[config.mk]
export PLATFORM = sky130hd
export DESIGN_NAME = full_closed_gear
export DESIGN_NICKNAME = d
export VERILOG_FILES = /design/src/shared/fcg_pkg.sv /design/src/core/full_closed_gear.sv /design/src/core/quad_decoder.sv /design/src/core/gear_scaler.sv
export SDC_FILE = /design/constraint.sdc
export NUM_CORES = 1
export LEC_CHECK = 0
export BUFFER_PORTS_ARGS = -buffer_cell sky130_fd_sc_hd__buf_2
export CORE_ASPECT_RATIO = 1.25
export CORE_MARGIN = 2
export CORE_UTILIZATION = 65
export CTS_BUF_LIST = sky130_fd_sc_hd__clkbuf_4
export CTS_CLUSTER_DIAMETER = 50
export CTS_CLUSTER_SIZE = 16
export DETAILED_ROUTE_END_ITERATION = 8
export GPL_TIMING_DRIVEN = 0
export PLACE_DENSITY_LB_ADDON = 0.05
export SYNTH_ARGS = -nofsm -noshare
export SYNTH_HDL_FRONTEND = slang
export SYNTH_SLANG_ARGS = --single-unit
[constraint.sdc]
create_clock -name MCLK_IN -period 14.7 [get_ports MCLK_IN]
set_clock_uncertainty 0.1 [all_clocks]
set_input_delay 1.47 -clock MCLK_IN [delete_from_list [all_inputs] [get_ports MCLK_IN]]
set_output_delay 1.47 -clock MCLK_IN [all_outputs]
set_load 0.02 [all_outputs]
[src/shared/fcg_pkg.sv]
// Constants shared by the external feedback gear block.
// Assumes a 125 MHz single clock and a byte-addressed Wishbone map.
package fcg_pkg;

    // ------------------------------------------------------------
    // Register map (byte offsets)
    // ------------------------------------------------------------
    localparam logic [7:0] ADR_NUMER = 8'h00;
    localparam logic [7:0] ADR_DENOM = 8'h04;
    localparam logic [7:0] ADR_UNLOCK = 8'h08;
    localparam logic [7:0] ADR_POLAR = 8'h0C;
    localparam logic [7:0] ADR_CTRL = 8'h10;
    localparam logic [7:0] ADR_EXT_CUM = 8'h14;
    localparam logic [7:0] ADR_EXT_POS = 8'h18;
    localparam logic [7:0] ADR_MOT_CUM = 8'h1C;
    localparam logic [7:0] ADR_SCALED = 8'h20;
    localparam logic [7:0] ADR_STATUS = 8'h24;

    // ------------------------------------------------------------
    // Values after reset and keys
    // ------------------------------------------------------------
    localparam logic [15:0] NUMER_RST = 16'h0001;
    localparam logic [15:0] DENOM_RST = 16'h0001;
    localparam logic [15:0] UNLOCK_RST = 16'h0000;
    localparam logic [15:0] UNLOCK_KEY = 16'h000F;
    localparam logic POLAR_RST = 1'b0;
    localparam int CTRL_RESTART_BIT = 0;
    localparam int STAT_POLAR_BIT = 0;
    localparam int STAT_UNLOCK_BIT = 1;
    localparam int REM_W = 25;

endpackage

[src/core/full_closed_gear.sv]
// External feedback gear, counters and Wishbone register file.
// Assumes a classic Wishbone master on MCLK_IN and quadrature pins.
//
// Notes on behaviour
// - Numerator 1..65535, defaults to one
// - Denominator 1..65535, defaults to one
// - Gear writes need unlock value 000F
// - New gear values apply after power-up
// - Convert external counts by numerator/denominator
// - Rotary encoder counts four per line
// - Cumulative external counter follows movement
// - Within-revolution position clears at index
// - Position direction follows polarity match
// - Motor and scaled counters advance proportionally
// - Polarity 0 up on CCW, 1 on CW
//
// The Wishbone slave port and the register offsets are this design's own decisions.
`timescale 1ns/1ns
module full_closed_gear
    import fcg_pkg::*;
(
    input wire logic MCLK_IN,
    input wire logic RESET_IN,
    input wire logic WB_CYC_IN,
    input wire logic WB_STB_IN,
    input wire logic WB_WE_IN,
    input wire logic [7:0] WB_ADR_IN,
    input wire logic [3:0] WB_SEL_IN,
    input wire logic [31:0] WB_DAT_IN,
    output logic [31:0] WB_DAT_OUT,
    output logic WB_ACK_OUT,
    input wire logic EXT_A_IN,
    input wire logic EXT_B_IN,
    input wire logic EXT_Z_IN,
    input wire logic MOT_A_IN,
    input wire logic MOT_B_IN
);
    // ------------------------------------------------------------
    // Declarations
    // ------------------------------------------------------------
    logic [15:0] numer_q;
    logic [15:0] denom_q;
    logic [15:0] unlock_q;
    logic polar_q;
    logic [15:0] act_numer_q;
    logic [15:0] act_denom_q;
    logic act_polar_q;
    logic power_up_q;
    logic [31:0] ext_cum_q;
    logic [31:0] ext_pos_q;
    logic [31:0] mot_cum_q;
    logic [31:0] scaled_q;
    logic ext_step;
    logic ext_raw_up;
    logic ext_up;
    logic ext_index;
    logic mot_step;
    logic mot_up;
    logic sc_step;
    logic sc_up;
    logic req;
    logic wr;
    logic unlocked;
    logic restart;
    logic apply;
    logic [15:0] wr16_numer;
    logic [15:0] wr16_denom;
    logic [15:0] wr16_unlock;
    logic wr_numer;
    logic wr_denom;
    logic wr_polar;
    logic [31:0] rd_data;
    logic [31:0] status;

    // ------------------------------------------------------------
    // Pin decoders
    // ------------------------------------------------------------

    // External scale or rotary encoder, with reference mark
    quad_decoder ext_dec (
        .clk_in(MCLK_IN),
        .rst_in(RESET_IN),
        .a_in(EXT_A_IN),
        .b_in(EXT_B_IN),
        .z_in(EXT_Z_IN),
        .step_out(ext_step),
        .up_out(ext_raw_up),
        .index_out(ext_index)
    );

    // Motor encoder, no index needed here
    quad_decoder mot_dec (
        .clk_in(MCLK_IN),
        .rst_in(RESET_IN),
        .a_in(MOT_A_IN),
        .b_in(MOT_B_IN),
        .z_in(1'b0),
        .step_out(mot_step),
        .up_out(mot_up),
        .index_out()
    );

    // Polarity decides which raw sense counts up
    assign ext_up = ext_raw_up ^ act_polar_q;

    // ------------------------------------------------------------
    // Ratio conversion
    // ------------------------------------------------------------

    // External counts in motor encoder units
    gear_scaler scaler (
        .clk_in(MCLK_IN),
        .rst_in(RESET_IN),
        .clear_in(apply),
        .step_in(ext_step),
        .up_in(ext_up),
        .numer_in(act_numer_q),
        .denom_in(act_denom_q),
        .step_out(sc_step),
        .up_out(sc_up)
    );

    // ------------------------------------------------------------
    // Bus decode
    // ------------------------------------------------------------

    // Request qualifiers and byte-lane merge
    assign req = WB_CYC_IN & WB_STB_IN & ~WB_ACK_OUT;
    assign wr = req & WB_WE_IN;
    assign unlocked = unlock_q == UNLOCK_KEY;
    assign wr16_numer = {WB_SEL_IN[1] ? WB_DAT_IN[15:8] : numer_q[15:8],
                         WB_SEL_IN[0] ? WB_DAT_IN[7:0] : numer_q[7:0]};
    assign wr16_denom = {WB_SEL_IN[1] ? WB_DAT_IN[15:8] : denom_q[15:8],
                         WB_SEL_IN[0] ? WB_DAT_IN[7:0] : denom_q[7:0]};
    assign wr16_unlock = {WB_SEL_IN[1] ? WB_DAT_IN[15:8] : unlock_q[15:8],
                          WB_SEL_IN[0] ? WB_DAT_IN[7:0] : unlock_q[7:0]};

    // Gear and polarity writes, refused while locked; gear writes also refused when zero
    assign wr_numer = wr & (WB_ADR_IN == ADR_NUMER) & unlocked
                      & (wr16_numer != 16'h0000);
    assign wr_denom = wr & (WB_ADR_IN == ADR_DENOM) & unlocked
                      & (wr16_denom != 16'h0000);
    assign wr_polar = wr & (WB_ADR_IN == ADR_POLAR) & unlocked
                      & WB_SEL_IN[0];

    // Restart stands in for a power cycle of the parameters
    assign restart = wr & (WB_ADR_IN == ADR_CTRL) & WB_SEL_IN[0]
                     & WB_DAT_IN[CTRL_RESTART_BIT];
    assign apply = power_up_q | restart;

    // Status shows the polarity now in force and the unlock state
    assign status = {30'h0, unlocked, act_polar_q};

    // Read multiplexer, unmapped offsets read zero
    assign rd_data = (WB_ADR_IN == ADR_NUMER) ? {16'h0, numer_q} :
                     (WB_ADR_IN == ADR_DENOM) ? {16'h0, denom_q} :
                     (WB_ADR_IN == ADR_UNLOCK) ? {16'h0, unlock_q} :
                     (WB_ADR_IN == ADR_POLAR) ? {31'h0, polar_q} :
                     (WB_ADR_IN == ADR_EXT_CUM) ? ext_cum_q :
                     (WB_ADR_IN == ADR_EXT_POS) ? ext_pos_q :
                     (WB_ADR_IN == ADR_MOT_CUM) ? mot_cum_q :
                     (WB_ADR_IN == ADR_SCALED) ? scaled_q :
                     (WB_ADR_IN == ADR_STATUS) ? status :
                     32'h0000_0000;

    // ------------------------------------------------------------
    // Bus answer
    // ------------------------------------------------------------

    // One-cycle acknowledge with read data registered
    always_ff @(posedge MCLK_IN or posedge RESET_IN) begin
        if (RESET_IN) begin
            WB_ACK_OUT <= 1'b0;
            WB_DAT_OUT <= 32'h0000_0000;
        end else begin
            WB_ACK_OUT <= req;
            WB_DAT_OUT <= req ? rd_data : WB_DAT_OUT;
        end
    end

    // ------------------------------------------------------------
    // Stored settings
    // ------------------------------------------------------------

    // Written gear and polarity values wait here until the next power-up
    always_ff @(posedge MCLK_IN or posedge RESET_IN) begin
        if (RESET_IN) begin
            numer_q <= NUMER_RST;
            denom_q <= DENOM_RST;
            unlock_q <= UNLOCK_RST;
            polar_q <= POLAR_RST;
        end else begin
            if (wr_numer) begin
                numer_q <= wr16_numer;
            end
            if (wr_denom) begin
                denom_q <= wr16_denom;
            end
            if (wr & (WB_ADR_IN == ADR_UNLOCK)) begin
                unlock_q <= wr16_unlock;
            end
            if (wr_polar) begin
                polar_q <= WB_DAT_IN[0];
            end
        end
    end

    // ------------------------------------------------------------
    // Settings in force
    // ------------------------------------------------------------

    // Power-up marker is high for the first cycle after reset
    always_ff @(posedge MCLK_IN or posedge RESET_IN) begin
        if (RESET_IN) begin
            power_up_q <= 1'b1;
        end else begin
            power_up_q <= 1'b0;
        end
    end

    // Stored settings take effect only at power-up or restart
    always_ff @(posedge MCLK_IN or posedge RESET_IN) begin
        if (RESET_IN) begin
            act_numer_q <= NUMER_RST;
            act_denom_q <= DENOM_RST;
            act_polar_q <= POLAR_RST;
        end else if (apply) begin
            act_numer_q <= numer_q;
            act_denom_q <= denom_q;
            act_polar_q <= polar_q;
        end
    end

    // ------------------------------------------------------------
    // Feedback counters
    // ------------------------------------------------------------

    // Cumulative external count, raw pulses
    always_ff @(posedge MCLK_IN or posedge RESET_IN) begin
        if (RESET_IN) begin
            ext_cum_q <= 32'h0000_0000;
        end else if (apply) begin
            ext_cum_q <= 32'h0000_0000;
        end else if (ext_step) begin
            ext_cum_q <= ext_up ? ext_cum_q + 32'h1 : ext_cum_q - 32'h1;
        end
    end

    // Within-revolution position, cleared by the index
    always_ff @(posedge MCLK_IN or posedge RESET_IN) begin
        if (RESET_IN) begin
            ext_pos_q <= 32'h0000_0000;
        end else if (apply | ext_index) begin
            ext_pos_q <= 32'h0000_0000;
        end else if (ext_step) begin
            ext_pos_q <= ext_up ? ext_pos_q + 32'h1 : ext_pos_q - 32'h1;
        end
    end

    // Cumulative motor count
    always_ff @(posedge MCLK_IN or posedge RESET_IN) begin
        if (RESET_IN) begin
            mot_cum_q <= 32'h0000_0000;
        end else if (apply) begin
            mot_cum_q <= 32'h0000_0000;
        end else if (mot_step) begin
            mot_cum_q <= mot_up ? mot_cum_q + 32'h1 : mot_cum_q - 32'h1;
        end
    end

    // External position in motor units, tracks the motor count
    always_ff @(posedge MCLK_IN or posedge RESET_IN) begin
        if (RESET_IN) begin
            scaled_q <= 32'h0000_0000;
        end else if (apply) begin
            scaled_q <= 32'h0000_0000;
        end else if (sc_step) begin
            scaled_q <= sc_up ? scaled_q + 32'h1 : scaled_q - 32'h1;
        end
    end

    // ------------------------------------------------------------
    // Checks
    // ------------------------------------------------------------

    // Numerator in force is never zero
    chk_numer_nonzero: assert property (
        @(posedge MCLK_IN) disable iff (RESET_IN)
        numer_q != 16'h0000 && act_numer_q != 16'h0000)
        else $error("numerator reached zero");

    // Denominator in force is never zero
    chk_denom_nonzero: assert property (
        @(posedge MCLK_IN) disable iff (RESET_IN)
        denom_q != 16'h0000 && act_denom_q != 16'h0000)
        else $error("denominator reached zero");

    // Locked writes leave the gear untouched
    chk_locked_gear: assert property (
        @(posedge MCLK_IN) disable iff (RESET_IN)
        (wr && unlock_q != UNLOCK_KEY)
        |=> $stable(numer_q) && $stable(denom_q) && $stable(polar_q))
        else $error("gear changed while locked");

    // Settings in force move only on power-up or restart
    chk_apply_only: assert property (
        @(posedge MCLK_IN) disable iff (RESET_IN)
        !apply |=> $stable(act_numer_q) && $stable(act_denom_q))
        else $error("gear in force changed without power-up");

    // Polarity in force follows the same rule
    chk_polar_apply: assert property (
        @(posedge MCLK_IN) disable iff (RESET_IN)
        !apply |=> $stable(act_polar_q))
        else $error("polarity changed without power-up");

    // Each external up count raises the cumulative counter by one
    chk_ext_count: assert property (
        @(posedge MCLK_IN) disable iff (RESET_IN)
        (ext_step && !apply && ext_up) |=> ext_cum_q == $past(ext_cum_q) + 32'h1)
        else $error("cumulative count missed a pulse");

    // Index clears the position in the next cycle
    chk_index_clear: assert property (
        @(posedge MCLK_IN) disable iff (RESET_IN)
        ext_index |=> ext_pos_q == 32'h0000_0000)
        else $error("index did not clear the position");

    // Down count with no index lowers position by one
    chk_pos_down: assert property (
        @(posedge MCLK_IN) disable iff (RESET_IN)
        (ext_step && !ext_up && !ext_index && !apply)
        |=> ext_pos_q == $past(ext_pos_q) - 32'h1)
        else $error("position moved the wrong way");

    // Raw sense against polarity in force decides the position direction
    chk_polar_sense: assert property (
        @(posedge MCLK_IN) disable iff (RESET_IN)
        (ext_step && !ext_index && !apply && (ext_raw_up != act_polar_q))
        |=> ext_pos_q == $past(ext_pos_q) + 32'h1)
        else $error("polarity sense wrong");

    // With a 1:1 gear one up count gives one unit two cycles on
    chk_unit_ratio: assert property (
        @(posedge MCLK_IN) disable iff (RESET_IN)
        (ext_step && ext_up && !apply && act_numer_q == act_denom_q)
        ##1 !apply |=> scaled_q == $past(scaled_q) + 32'h1)
        else $error("unit ratio not followed");

    // Bus answer lasts one cycle
    chk_ack_pulse: assert property (
        @(posedge MCLK_IN) disable iff (RESET_IN)
        WB_ACK_OUT |=> !WB_ACK_OUT)
        else $error("acknowledge held too long");
endmodule

[src/core/quad_decoder.sv]
// Quadrature decoder with reference mark edge detect.
// Assumes A, B and Z arrive from pins, asynchronous to the clock.
`timescale 1ns/1ns
module quad_decoder
    import fcg_pkg::*;
(
    input wire logic clk_in,
    input wire logic rst_in,
    input wire logic a_in,
    input wire logic b_in,
    input wire logic z_in,
    output logic step_out,
    output logic up_out,
    output logic index_out
);
    logic [2:0] meta_q;
    logic [2:0] sync_q;
    logic [2:0] prev_q;
    logic moved;

    // Two-stage synchroniser, then one stage of history
    always_ff @(posedge clk_in or posedge rst_in) begin
        if (rst_in) begin
            meta_q <= 3'h0;
            sync_q <= 3'h0;
            prev_q <= 3'h0;
        end else begin
            meta_q <= {z_in, b_in, a_in};
            sync_q <= meta_q;
            prev_q <= sync_q;
        end
    end

    // Every single-bit A/B change is one count: four per line
    assign moved = (sync_q[0] ^ prev_q[0]) ^ (sync_q[1] ^ prev_q[1]);
    assign step_out = moved;
    assign up_out = prev_q[0] ^ sync_q[1];
    assign index_out = sync_q[2] & ~prev_q[2];
endmodule

[src/core/gear_scaler.sv]
// Converts external encoder counts to motor encoder units.
// Assumes numerator and denominator are nonzero and stable.
`timescale 1ns/1ns
module gear_scaler
    import fcg_pkg::*;
(
    input wire logic clk_in,
    input wire logic rst_in,
    input wire logic clear_in,
    input wire logic step_in,
    input wire logic up_in,
    input wire logic [15:0] numer_in,
    input wire logic [15:0] denom_in,
    output logic step_out,
    output logic up_out
);
    logic signed [REM_W-1:0] rem_q;
    logic signed [REM_W-1:0] rem_d;
    logic signed [REM_W-1:0] num_s;
    logic signed [REM_W-1:0] den_s;
    logic signed [REM_W-1:0] sum;
    logic over;
    logic under;

    // Each up count adds numer, each down count subtracts it; each denom removed is one motor unit
    assign num_s = $signed({9'h000, numer_in});
    assign den_s = $signed({9'h000, denom_in});
    assign sum = rem_q + (step_in ? (up_in ? num_s : -num_s) : '0);
    assign over = sum >= den_s;
    assign under = sum <= -den_s;
    assign rem_d = over ? sum - den_s : (under ? sum + den_s : sum);

    // Remainder carried forward so no drift builds up
    always_ff @(posedge clk_in or posedge rst_in) begin
        if (rst_in) begin
            rem_q <= '0;
            step_out <= 1'b0;
            up_out <= 1'b0;
        end else begin
            rem_q <= clear_in ? '0 : rem_d;
            step_out <= ~clear_in & (over | under);
            up_out <= over;
        end
    end
endmodule

==> results.txt, run 1 <==
Peak Freq - 115 MHz
Cells after synthesis - 2585
Mapped Nets - 2848
Die Span X - 170 µm
Slew of the pin with the lowest slew margin - 1.26 ns
Lkg Pwr - 0.0112 µW
Rel. slew slack - 15.2%
Die Area - 35800 µm²
Total Routed Length - 72.4 mm
Largest net degree at the start of global routing - 119
Row count - 75
Clock tree buffer depth - 3
Routed WL per cell - 23.0 µm
Initial Util - 66.2%
Status - completed
RR Startpoint - ext_dec.prev_q[0]$_DFF_PP0_
Final Setup Violations - 0
R2R Setup Slk - 6.02 ns
Fin crit period - 8.68 ns
Yosys warning count - 0
Postcts setup bufs - 0
Finished Layout Cells - 3144
CTS resizes - 0
Layout net count - 2958
Power Dens Cells - 155 nW/µm²
Post-synth top area share - 31.5%
All-Layer GR Usage - 40.5%
Register area share after synthesis - 32.1%
Critical path cell sequence - xor2_1 -> xor2_1 -> clkbuf_1 -> clkbuf_1 -> a21oi_1 -> fa_1 -> a211oi_2 -> o211ai_2 -> a31oi_1 -> a2111oi_0 -> o31ai_2 -> inv_1 -> ha_1 -> nand4_1 -> nor3_1 -> a221oi_1 -> o21ai_0 -> a221o_1 -> nand3_1 -> clkbuf_1 -> clkbuf_1 -> nor3_1 -> a311oi_1
Leading area contributor after synthesis - dfrtp_1
# clock sinks - 286
Clock root buffer - clkbuf_4
Number of port buffers - 68
FF+latch count, synth - 286
Worst Path Arrival - 9.31 ns
Reg2Reg Depth - 23
1st-iter DRT viols - 1986
Crit path from - ext_dec.prev_q[0]$_DFF_PP0_
Worst hold path class - reg -> reg
Post-synth top flop - dfrtp_1
Clock power share - 13.7%
Worst R2R End - scaler.rem_q[15]$_DFF_PP0_
Share of cells above drive strength 1 - 9.16%
Critical path's most frequent cell - clkbuf_1
Post-route clock period utilization - 59.0%
Pint - 1920 µW
Worst-path clk slew - 0.14 ns
Commonest non-fill, non-tap cells in the layout - nand2_1, dfrtp_1, a21oi_1
Max-slew violation count - 0
DP Wirelength - 56.0 mm
Highest-delay cell along the critical path - clkbuf_1
RSZ-0062 raised after global routing - no
CP Capture Type - register
Synthesized area per cell - 8.62 µm²
Maximum VDD drop - 0.109 mV
Asr flop ratio synth - 100%
Final Hold Fails - 0
Critical path type - reg -> reg
First-pass GRT wire length - 113 mm
Sw Ratio - 48.0%
Residual DRC count - 0
Comb pwr share - 57.2%
Core area - 33700 µm²
Dpl cells - 3085
Critical-path maximum fanout - 10
Initial antenna violation count - 2
Synth top area cells - dfrtp_1, ha_1, a21oi_1, nand2_1, xnor2_1
Total number of vias - 21400
Router iterations before antenna repair - 8
Netlist cell types - 94
Most common cell after layout, fill and taps aside - nand2_1
Clk Latency, worst-skew pair - 0.85 ns
Cell Area, Synth - 22300 µm²
Area grow syn2layout - 7.04%
Max cap viols - 0
Total power - 3690 µW
CTS tree - built
H-tree Lvls - 1
Vias in the first global route - 21200
Switch Pwr - 1770 µW
Met3 WL - 5.20 mm
Post-DR vias/cell - 6.82
Total CTS buffers - 31
Metal1 wirelength - 26.3 mm
Antenna-violating nets left - 0
Seq pwr share - 29.1%
Crit start category - register
Setup crit end - scaler.rem_q[15]$_DFF_PP0_
Final setup TNS - 0 ns
Remaining Overflow, GRT - 0
Gpl congestion - 0.986
Met2 routed WL - 34.7 mm
Die height - 211 µm
Uppermost routed layer - met4
Boundary Pins - 87
WP data required - 15.33 ns
Post-synth EDFFs - 0
Hold buffers post-CTS - 0
CP peak stage delay - 0.75 ns
power groups by stage:
| stage | logic [µW] | clock network (µW) | registers (µW) |
|---|---|---|---|
| finish | 2110 | 505 | 1070 |
| global route | 2310 | 532 | 1080 |
| CTS | 2060 | 508 | 1070 |
| detailed placement | 2050 | 0 | 1080 |
| global placement | 1970 | 0 | 1080 |
| floorplan | 1560 | 0 | 1030 |
routing by layer:
metal | vias up | global-route usage, %
li1 | 9765 | -
met1 | 10300 | 46.1
met2 | 1028 | 69.2
met3 | 355 | 5.73
met4 | 0 | 30.2
met5 | - | 0
per-stage QoR:
| stage | hold WS, ns | area (µm²) | util (%) | setup WS [ns] |
|---|---|---|---|---|
| after global routing | 0.277 | 23900 | 70.8 | 5.67 |
| final | 0.271 | 23900 | 70.8 | 6.02 |
| after CTS | 0.272 | 23900 | 70.8 | 6.20 |
| after global placement | 0.234 | 23200 | 68.7 | 0.547 |
| after detailed placement | 0.239 | 23400 | 69.3 | 6.26 |
| after floorplan | 0.231 | 22300 | - | 5.25 |
registers in the layout, indices dropped and copies added, names as in the netlist, 25 cells and up:
signal	cells
scaled_q	32
WB_DAT_OUT	32
scaler.rem_q	25
mot_cum_q	32
ext_pos_q	32
ext_cum_q	32
worst min-delay path by stage:
stage	from	to	slack, ns	depth (start not counted)
3_3_place_gp	mot_dec.meta_q[1]$_DFF_PP0_	mot_dec.sync_q[1]$_DFF_PP0_	0.23	0
2_1_floorplan	ext_dec.meta_q[0]$_DFF_PP0_	ext_dec.sync_q[0]$_DFF_PP0_	0.23	0
5_1_grt	ext_dec.meta_q[0]$_DFF_PP0_	ext_dec.sync_q[0]$_DFF_PP0_	0.28	0
3_5_place_dp	ext_dec.meta_q[2]$_DFF_PP0_	ext_dec.sync_q[2]$_DFF_PP0_	0.24	0
6_report	ext_dec.meta_q[0]$_DFF_PP0_	ext_dec.sync_q[0]$_DFF_PP0_	0.27	0
4_1_cts	ext_dec.meta_q[2]$_DFF_PP0_	ext_dec.sync_q[2]$_DFF_PP0_	0.27	0
final cells by class:
class | count | area, µm²
multi-input cells | 2104 | 14400
fillers | 2712 | 9830
flip-flops and latches | 286 | 7160
well taps | 423 | 529
repair buffers | 77 | 505
plain buffers | 108 | 427
inverters | 87 | 334
clock buffers | 35 | 263
clock inverters | 21 | 236
diodes | 3 | 7.51
cells in the mapped netlist (all sizes together) (10+ instances only):
master	n
clkbuf	91
a31o	11
and3	33
nand3	51
o21ai	148
inv	85
o21bai	21
o211ai	21
nor2	197
a222oi	16
o2111ai	14
a211o	10
a21oi	248
nand4	25
and2	16
nor4	21
nand2b	31
a221oi	26
dfrtp	281
o31ai	10
a211oi	36
nand2	305
ha	202
mux2	49
nor3	63
mux2i	34
or3	17
or4	11
nor4b	12
a22o	16
buf	17
a22oi	29
xnor2	131
nor2b	22
o21a	37
a31oi	37
a21o	65
xor2	36
nor3b	11
cell families after synthesis:
group	Yosys count	share of synthesized area, %
flip-flops	286	32.1
buffers and inverters	195	3.38
XOR/XNOR	167	6.66
AO/OA/AOI/OAI	801	23.5
adder cells (fa/ha/maj)	209	12.0
AND/OR/NAND/NOR	842	18.2
other	1	0.0168
multiplexers	84	4.10
critical path: cells and delay by family, from the launching register on:
family	cells	cell delay [ns]
compound gates	10	3.14
xor+xnor	2	0.84
flops	1	0.40
buf+inv	5	2.69
fa+ha+maj	2	0.83
simple gates	4	0.55
Power figures use the tool's default switching activity.
==> run 2, diff against run 1 <==
--- a/config.mk
+++ b/config.mk
@@ -5,6 +5,7 @@
 export SDC_FILE = /design/constraint.sdc
 export NUM_CORES = 1
 export LEC_CHECK = 0
+export ABC_AREA = 1
 export BUFFER_PORTS_ARGS = -buffer_cell sky130_fd_sc_hd__buf_2
 export CORE_ASPECT_RATIO = 1.25
 export CORE_MARGIN = 2
==> constraint.sdc (replaced) <==
create_clock -name MCLK_IN -period 8.3 [get_ports MCLK_IN]
set_clock_uncertainty 0.1 [all_clocks]
set_input_delay 0.83 -clock MCLK_IN [delete_from_list [all_inputs] [get_ports MCLK_IN]]
set_output_delay 0.83 -clock MCLK_IN [all_outputs]
set_load 0.02 [all_outputs]
==> run 2 against run 1 <==
  * First-iteration DRC count down 2.5%
  * Global-route usage down 1.2 points
  * Clock power up 100%
  * Register-to-register slack worse by 5.0 ns
  * Critical path depth up 6
  * Area after synthesis up 6.4%
  * Combinational power up 54%
  * Die area up 6.3%
  * Non-clock buffer count down 22
  * Maximum frequency up 19%
  * Via count up 15%
  * Sequential power up 62%
  * Critical path type unchanged
  * Critical endpoint is now scaler.rem_q[21]$_DFF_PP0_
  * Largest power group unchanged
==> results.txt, run 2 <==
Most numerous cell in the Yosys netlist - nand2_1
Die Span X - 175 µm (+3.1%)
Final Hold Fails - 0 (unchanged)
Core area - 36100 µm² (+7.2%)
Seq. cell area - 7160 µm² (unchanged)
Worst hold path class - in -> reg
Rel. slew slack - 26.0% (+11 points)
Netlist cell types - 54 (-43%)
Share of cells above drive strength 1 - 6.23% (-2.9 points)
DP Wirelength - 60.0 mm (+7.1%)
Crit start category - register
Fin crit period - 7.27 ns (-1.41 ns)
Pre-CTS setup slack - 1.30 ns (-4.96 ns)
First-pass GRT wire length - 119 mm (+4.6%)
Area grow syn2layout - 7.32%
Critical path's most frequent cell - nand2_1
Routed WL per cell - 18.5 µm (-19%)
Leading area contributor after synthesis - dfrtp_1
Die Area - 38000 µm² (+6.3%)
Clock root buffer - clkbuf_4
Number of port buffers - 66 (-2.9%)
Post-route clock period utilization - 87.6% (+29 points)
CP peak stage delay - 0.81 ns (+0.06 ns)
Final setup TNS - 0 ns (unchanged)
H-tree Lvls - 2 (+1)
# clock sinks - 286 (unchanged)
Fin worst setup slack - 1.03 ns (-4.99 ns)
Highest-delay cell along the critical path - nor4_1
Yosys warning count - 0 (unchanged)
Cell Area, Synth - 23700 µm² (+6.4%)
Critical path type - reg -> reg
Vias in the first global route - 23400 (+10%)
Post-route cell area - 25500 µm² (+6.7%)
Max cap viols - 0 (unchanged)
Max-slew violation count - 0 (unchanged)
CTS resizes - 0 (unchanged)
Cells after synthesis - 3471 (+34%)
Power Dens Cells - 235 nW/µm² (+52%)
Maximum VDD drop - 0.220 mV (+100%)
Antenna-violating nets left - 0 (unchanged)
Filler cell count in the final layout - 3240 (+19%)
Router iterations before antenna repair - 6 (-2)
Synth top area cells - dfrtp_1, nand2_1, ha_1, o21ai_0, a21oi_1
Post-synth EDFFs - 0 (unchanged)
Lkg Pwr - 0.0131 µW (+17%)
Clk Latency, worst-skew pair - 0.80 ns (-0.05 ns)
Status - completed
Multi-input logic area - 14700 µm² (+2.2%)
Slew of the pin with the lowest slew margin - 1.11 ns (-0.147 ns)
Boundary Pins - 87 (unchanged)
Worst Path Arrival - 7.74 ns (-1.57 ns)
Largest net degree at the start of global routing - 70 (-41%)
Row count - 78 (+4.0%)
Post-DR vias/cell - 6.02 (-12%)
Gpl congestion - 1.04 (+5.0%)
Final Setup Violations - 0 (unchanged)
Initial antenna violation count - 3 (+1)
WP data required - 8.77 ns (-6.56 ns)
RSZ-0062 raised after global routing - no
Register area share after synthesis - 30.2% (-1.9 points)
FF+latch count, synth - 286 (unchanged)
All-Layer GR Usage - 39.4% (-1.2 points)
Critical-path maximum fanout - 11 (+1)
1st-iter DRT viols - 1936 (-2.5%)
CTS tree - built
Mapped Nets - 3734 (+31%)
Clock tree buffer depth - 3 (unchanged)
Remaining Overflow, GRT - 0 (unchanged)
Commonest non-fill, non-tap cells in the layout - nand2_1, inv_1, o21ai_0
Post-synth top area share - 29.6% (-1.9 points)
Post-synth top flop - dfrtp_1
Layout net count - 3847 (+30%)
Asr flop ratio synth - 100% (unchanged)
Placed cell area - 24800 µm² (+6.4%)
Synthesized area per cell - 6.83 µm² (-21%)
Total number of vias - 24600 (+15%)
Total Routed Length - 75.8 mm (+4.8%)
Total CTS buffers - 34 (+9.7%)
Top post-synthesis cells by count - nand2_1, inv_1, o21ai_0
Residual DRC count - 0 (unchanged)
Most common cell after layout, fill and taps aside - nand2_1
Initial Util - 65.7% (-0.48 points)
Die height - 218 µm (+3.1%)
Worst-path clk slew - 0.16 ns (+0.02 ns)
CP Capture Type - register
Peak Freq - 138 MHz (+19%)
## run 2: cell count changes after synthesis, moves of 81 or more
cell / delta
nand2_1: +602
inv_1: +306
o21ai_0: +219
xnor2_1: -102
a21oi_1: +100
nor2_1: +81
## run 2: path summary, 6_finish.rpt
| kind | startpoint | end | slack [ns] | depth (start not counted) |
|---|---|---|---|---|
| min in group asynchronous | RESET_IN | scaler.rem_q[24]$_DFF_PP0_ | 0.43 | 3 |
| min reg2reg | ext_dec.meta_q[0]$_DFF_PP0_ | ext_dec.sync_q[0]$_DFF_PP0_ | 0.24 | 0 |
| max | ext_dec.sync_q[1]$_DFF_PP0_ | scaler.rem_q[21]$_DFF_PP0_ | 1.03 | 29 |
| min | EXT_Z_IN | ext_dec.meta_q[2]$_DFF_PP0_ | 0.07 | 1 |
| max reg2reg | ext_dec.sync_q[1]$_DFF_PP0_ | scaler.rem_q[21]$_DFF_PP0_ | 1.03 | 29 |
| max in group asynchronous | RESET_IN | unlock_q[11]$_DFFE_PP0P_ | 6.55 | 7 |
## run 2: kinds of logic (layout without fill, tap and decap cells)
family / after synthesis / after routing / synth area share (%)
and+or+nand+nor: 1477 / 1477 / 25.9
AOI/OAI and AO/OA: 903 / 903 / 20.6
buffers and inverters: 483 / 621 / 7.80
DFF: 286 / 286 / 30.2
adders and majority gates: 209 / 209 / 11.2
xor gates and xnor gates: 104 / 104 / 3.84
muxes: 8 / 8 / 0.380
other: 1 / 3 / 0.0158
## run 2: per-stage QoR
stage,std cells,hold slack (ns),utilization [%],total power (µW)
2_1_floorplan,3471,0.231,-,4110
3_3_place_gp,4017,0.234,68.3,4800
3_5_place_dp,4027,0.240,68.8,4910
4_1_cts,4089,0.0214,70.5,5910
5_1_grt,4091,0.0443,70.5,6430
6_report,4091,0.0653,70.5,5980
## run 2: final cells by class
type | count | share of cell area (%)
clock inverters | 23 | 1.20
inverters | 397 | 5.87
repair buffers | 77 | 2.05
plain buffers | 86 | 1.43
flip-flops and latches | 286 | 28.1
well taps | 480 | 2.36
clock buffers | 38 | 1.12
multi-input cells | 2702 | 57.8
diodes | 2 | 0.0197
## run 2: worst max-delay path, delay by kind of cell, from the launching register on
kind                       cells  cell delay [ns]
and+or+nand+nor               18             3.57
xor gates and xnor gates       1             0.48
buffers and inverters          8             1.89
DFF                            1             0.43
adders and majority gates      2             0.61
## run 2: routing by layer
metal,GRT usage [%],vias to the layer above,share of wire [%]
li1,-,11900,-
met1,47.0,11400,39
met2,66.6,1043,47
met3,4.46,299,6.4
met4,27.3,2,8.0
met5,0,-,0.017
## run 2: report_power, final
| group | switching [µW] | internal (µW) | total [µW] | leakage, µW |
|---|---|---|---|---|
| clock | 601 | 410 | 1010 | 0.000328 |
| sequential | 141 | 1590 | 1730 | 0.00385 |
| combinational | 2180 | 1070 | 3240 | 0.00890 |
## run 2: repair_timing
action | in CTS | in global routing
hold endpoints to repair | 1 | 0
endpoints found under the setup margin | 0 | 0
hold buffers | 1 | 0
buffers inserted | 0 | 0
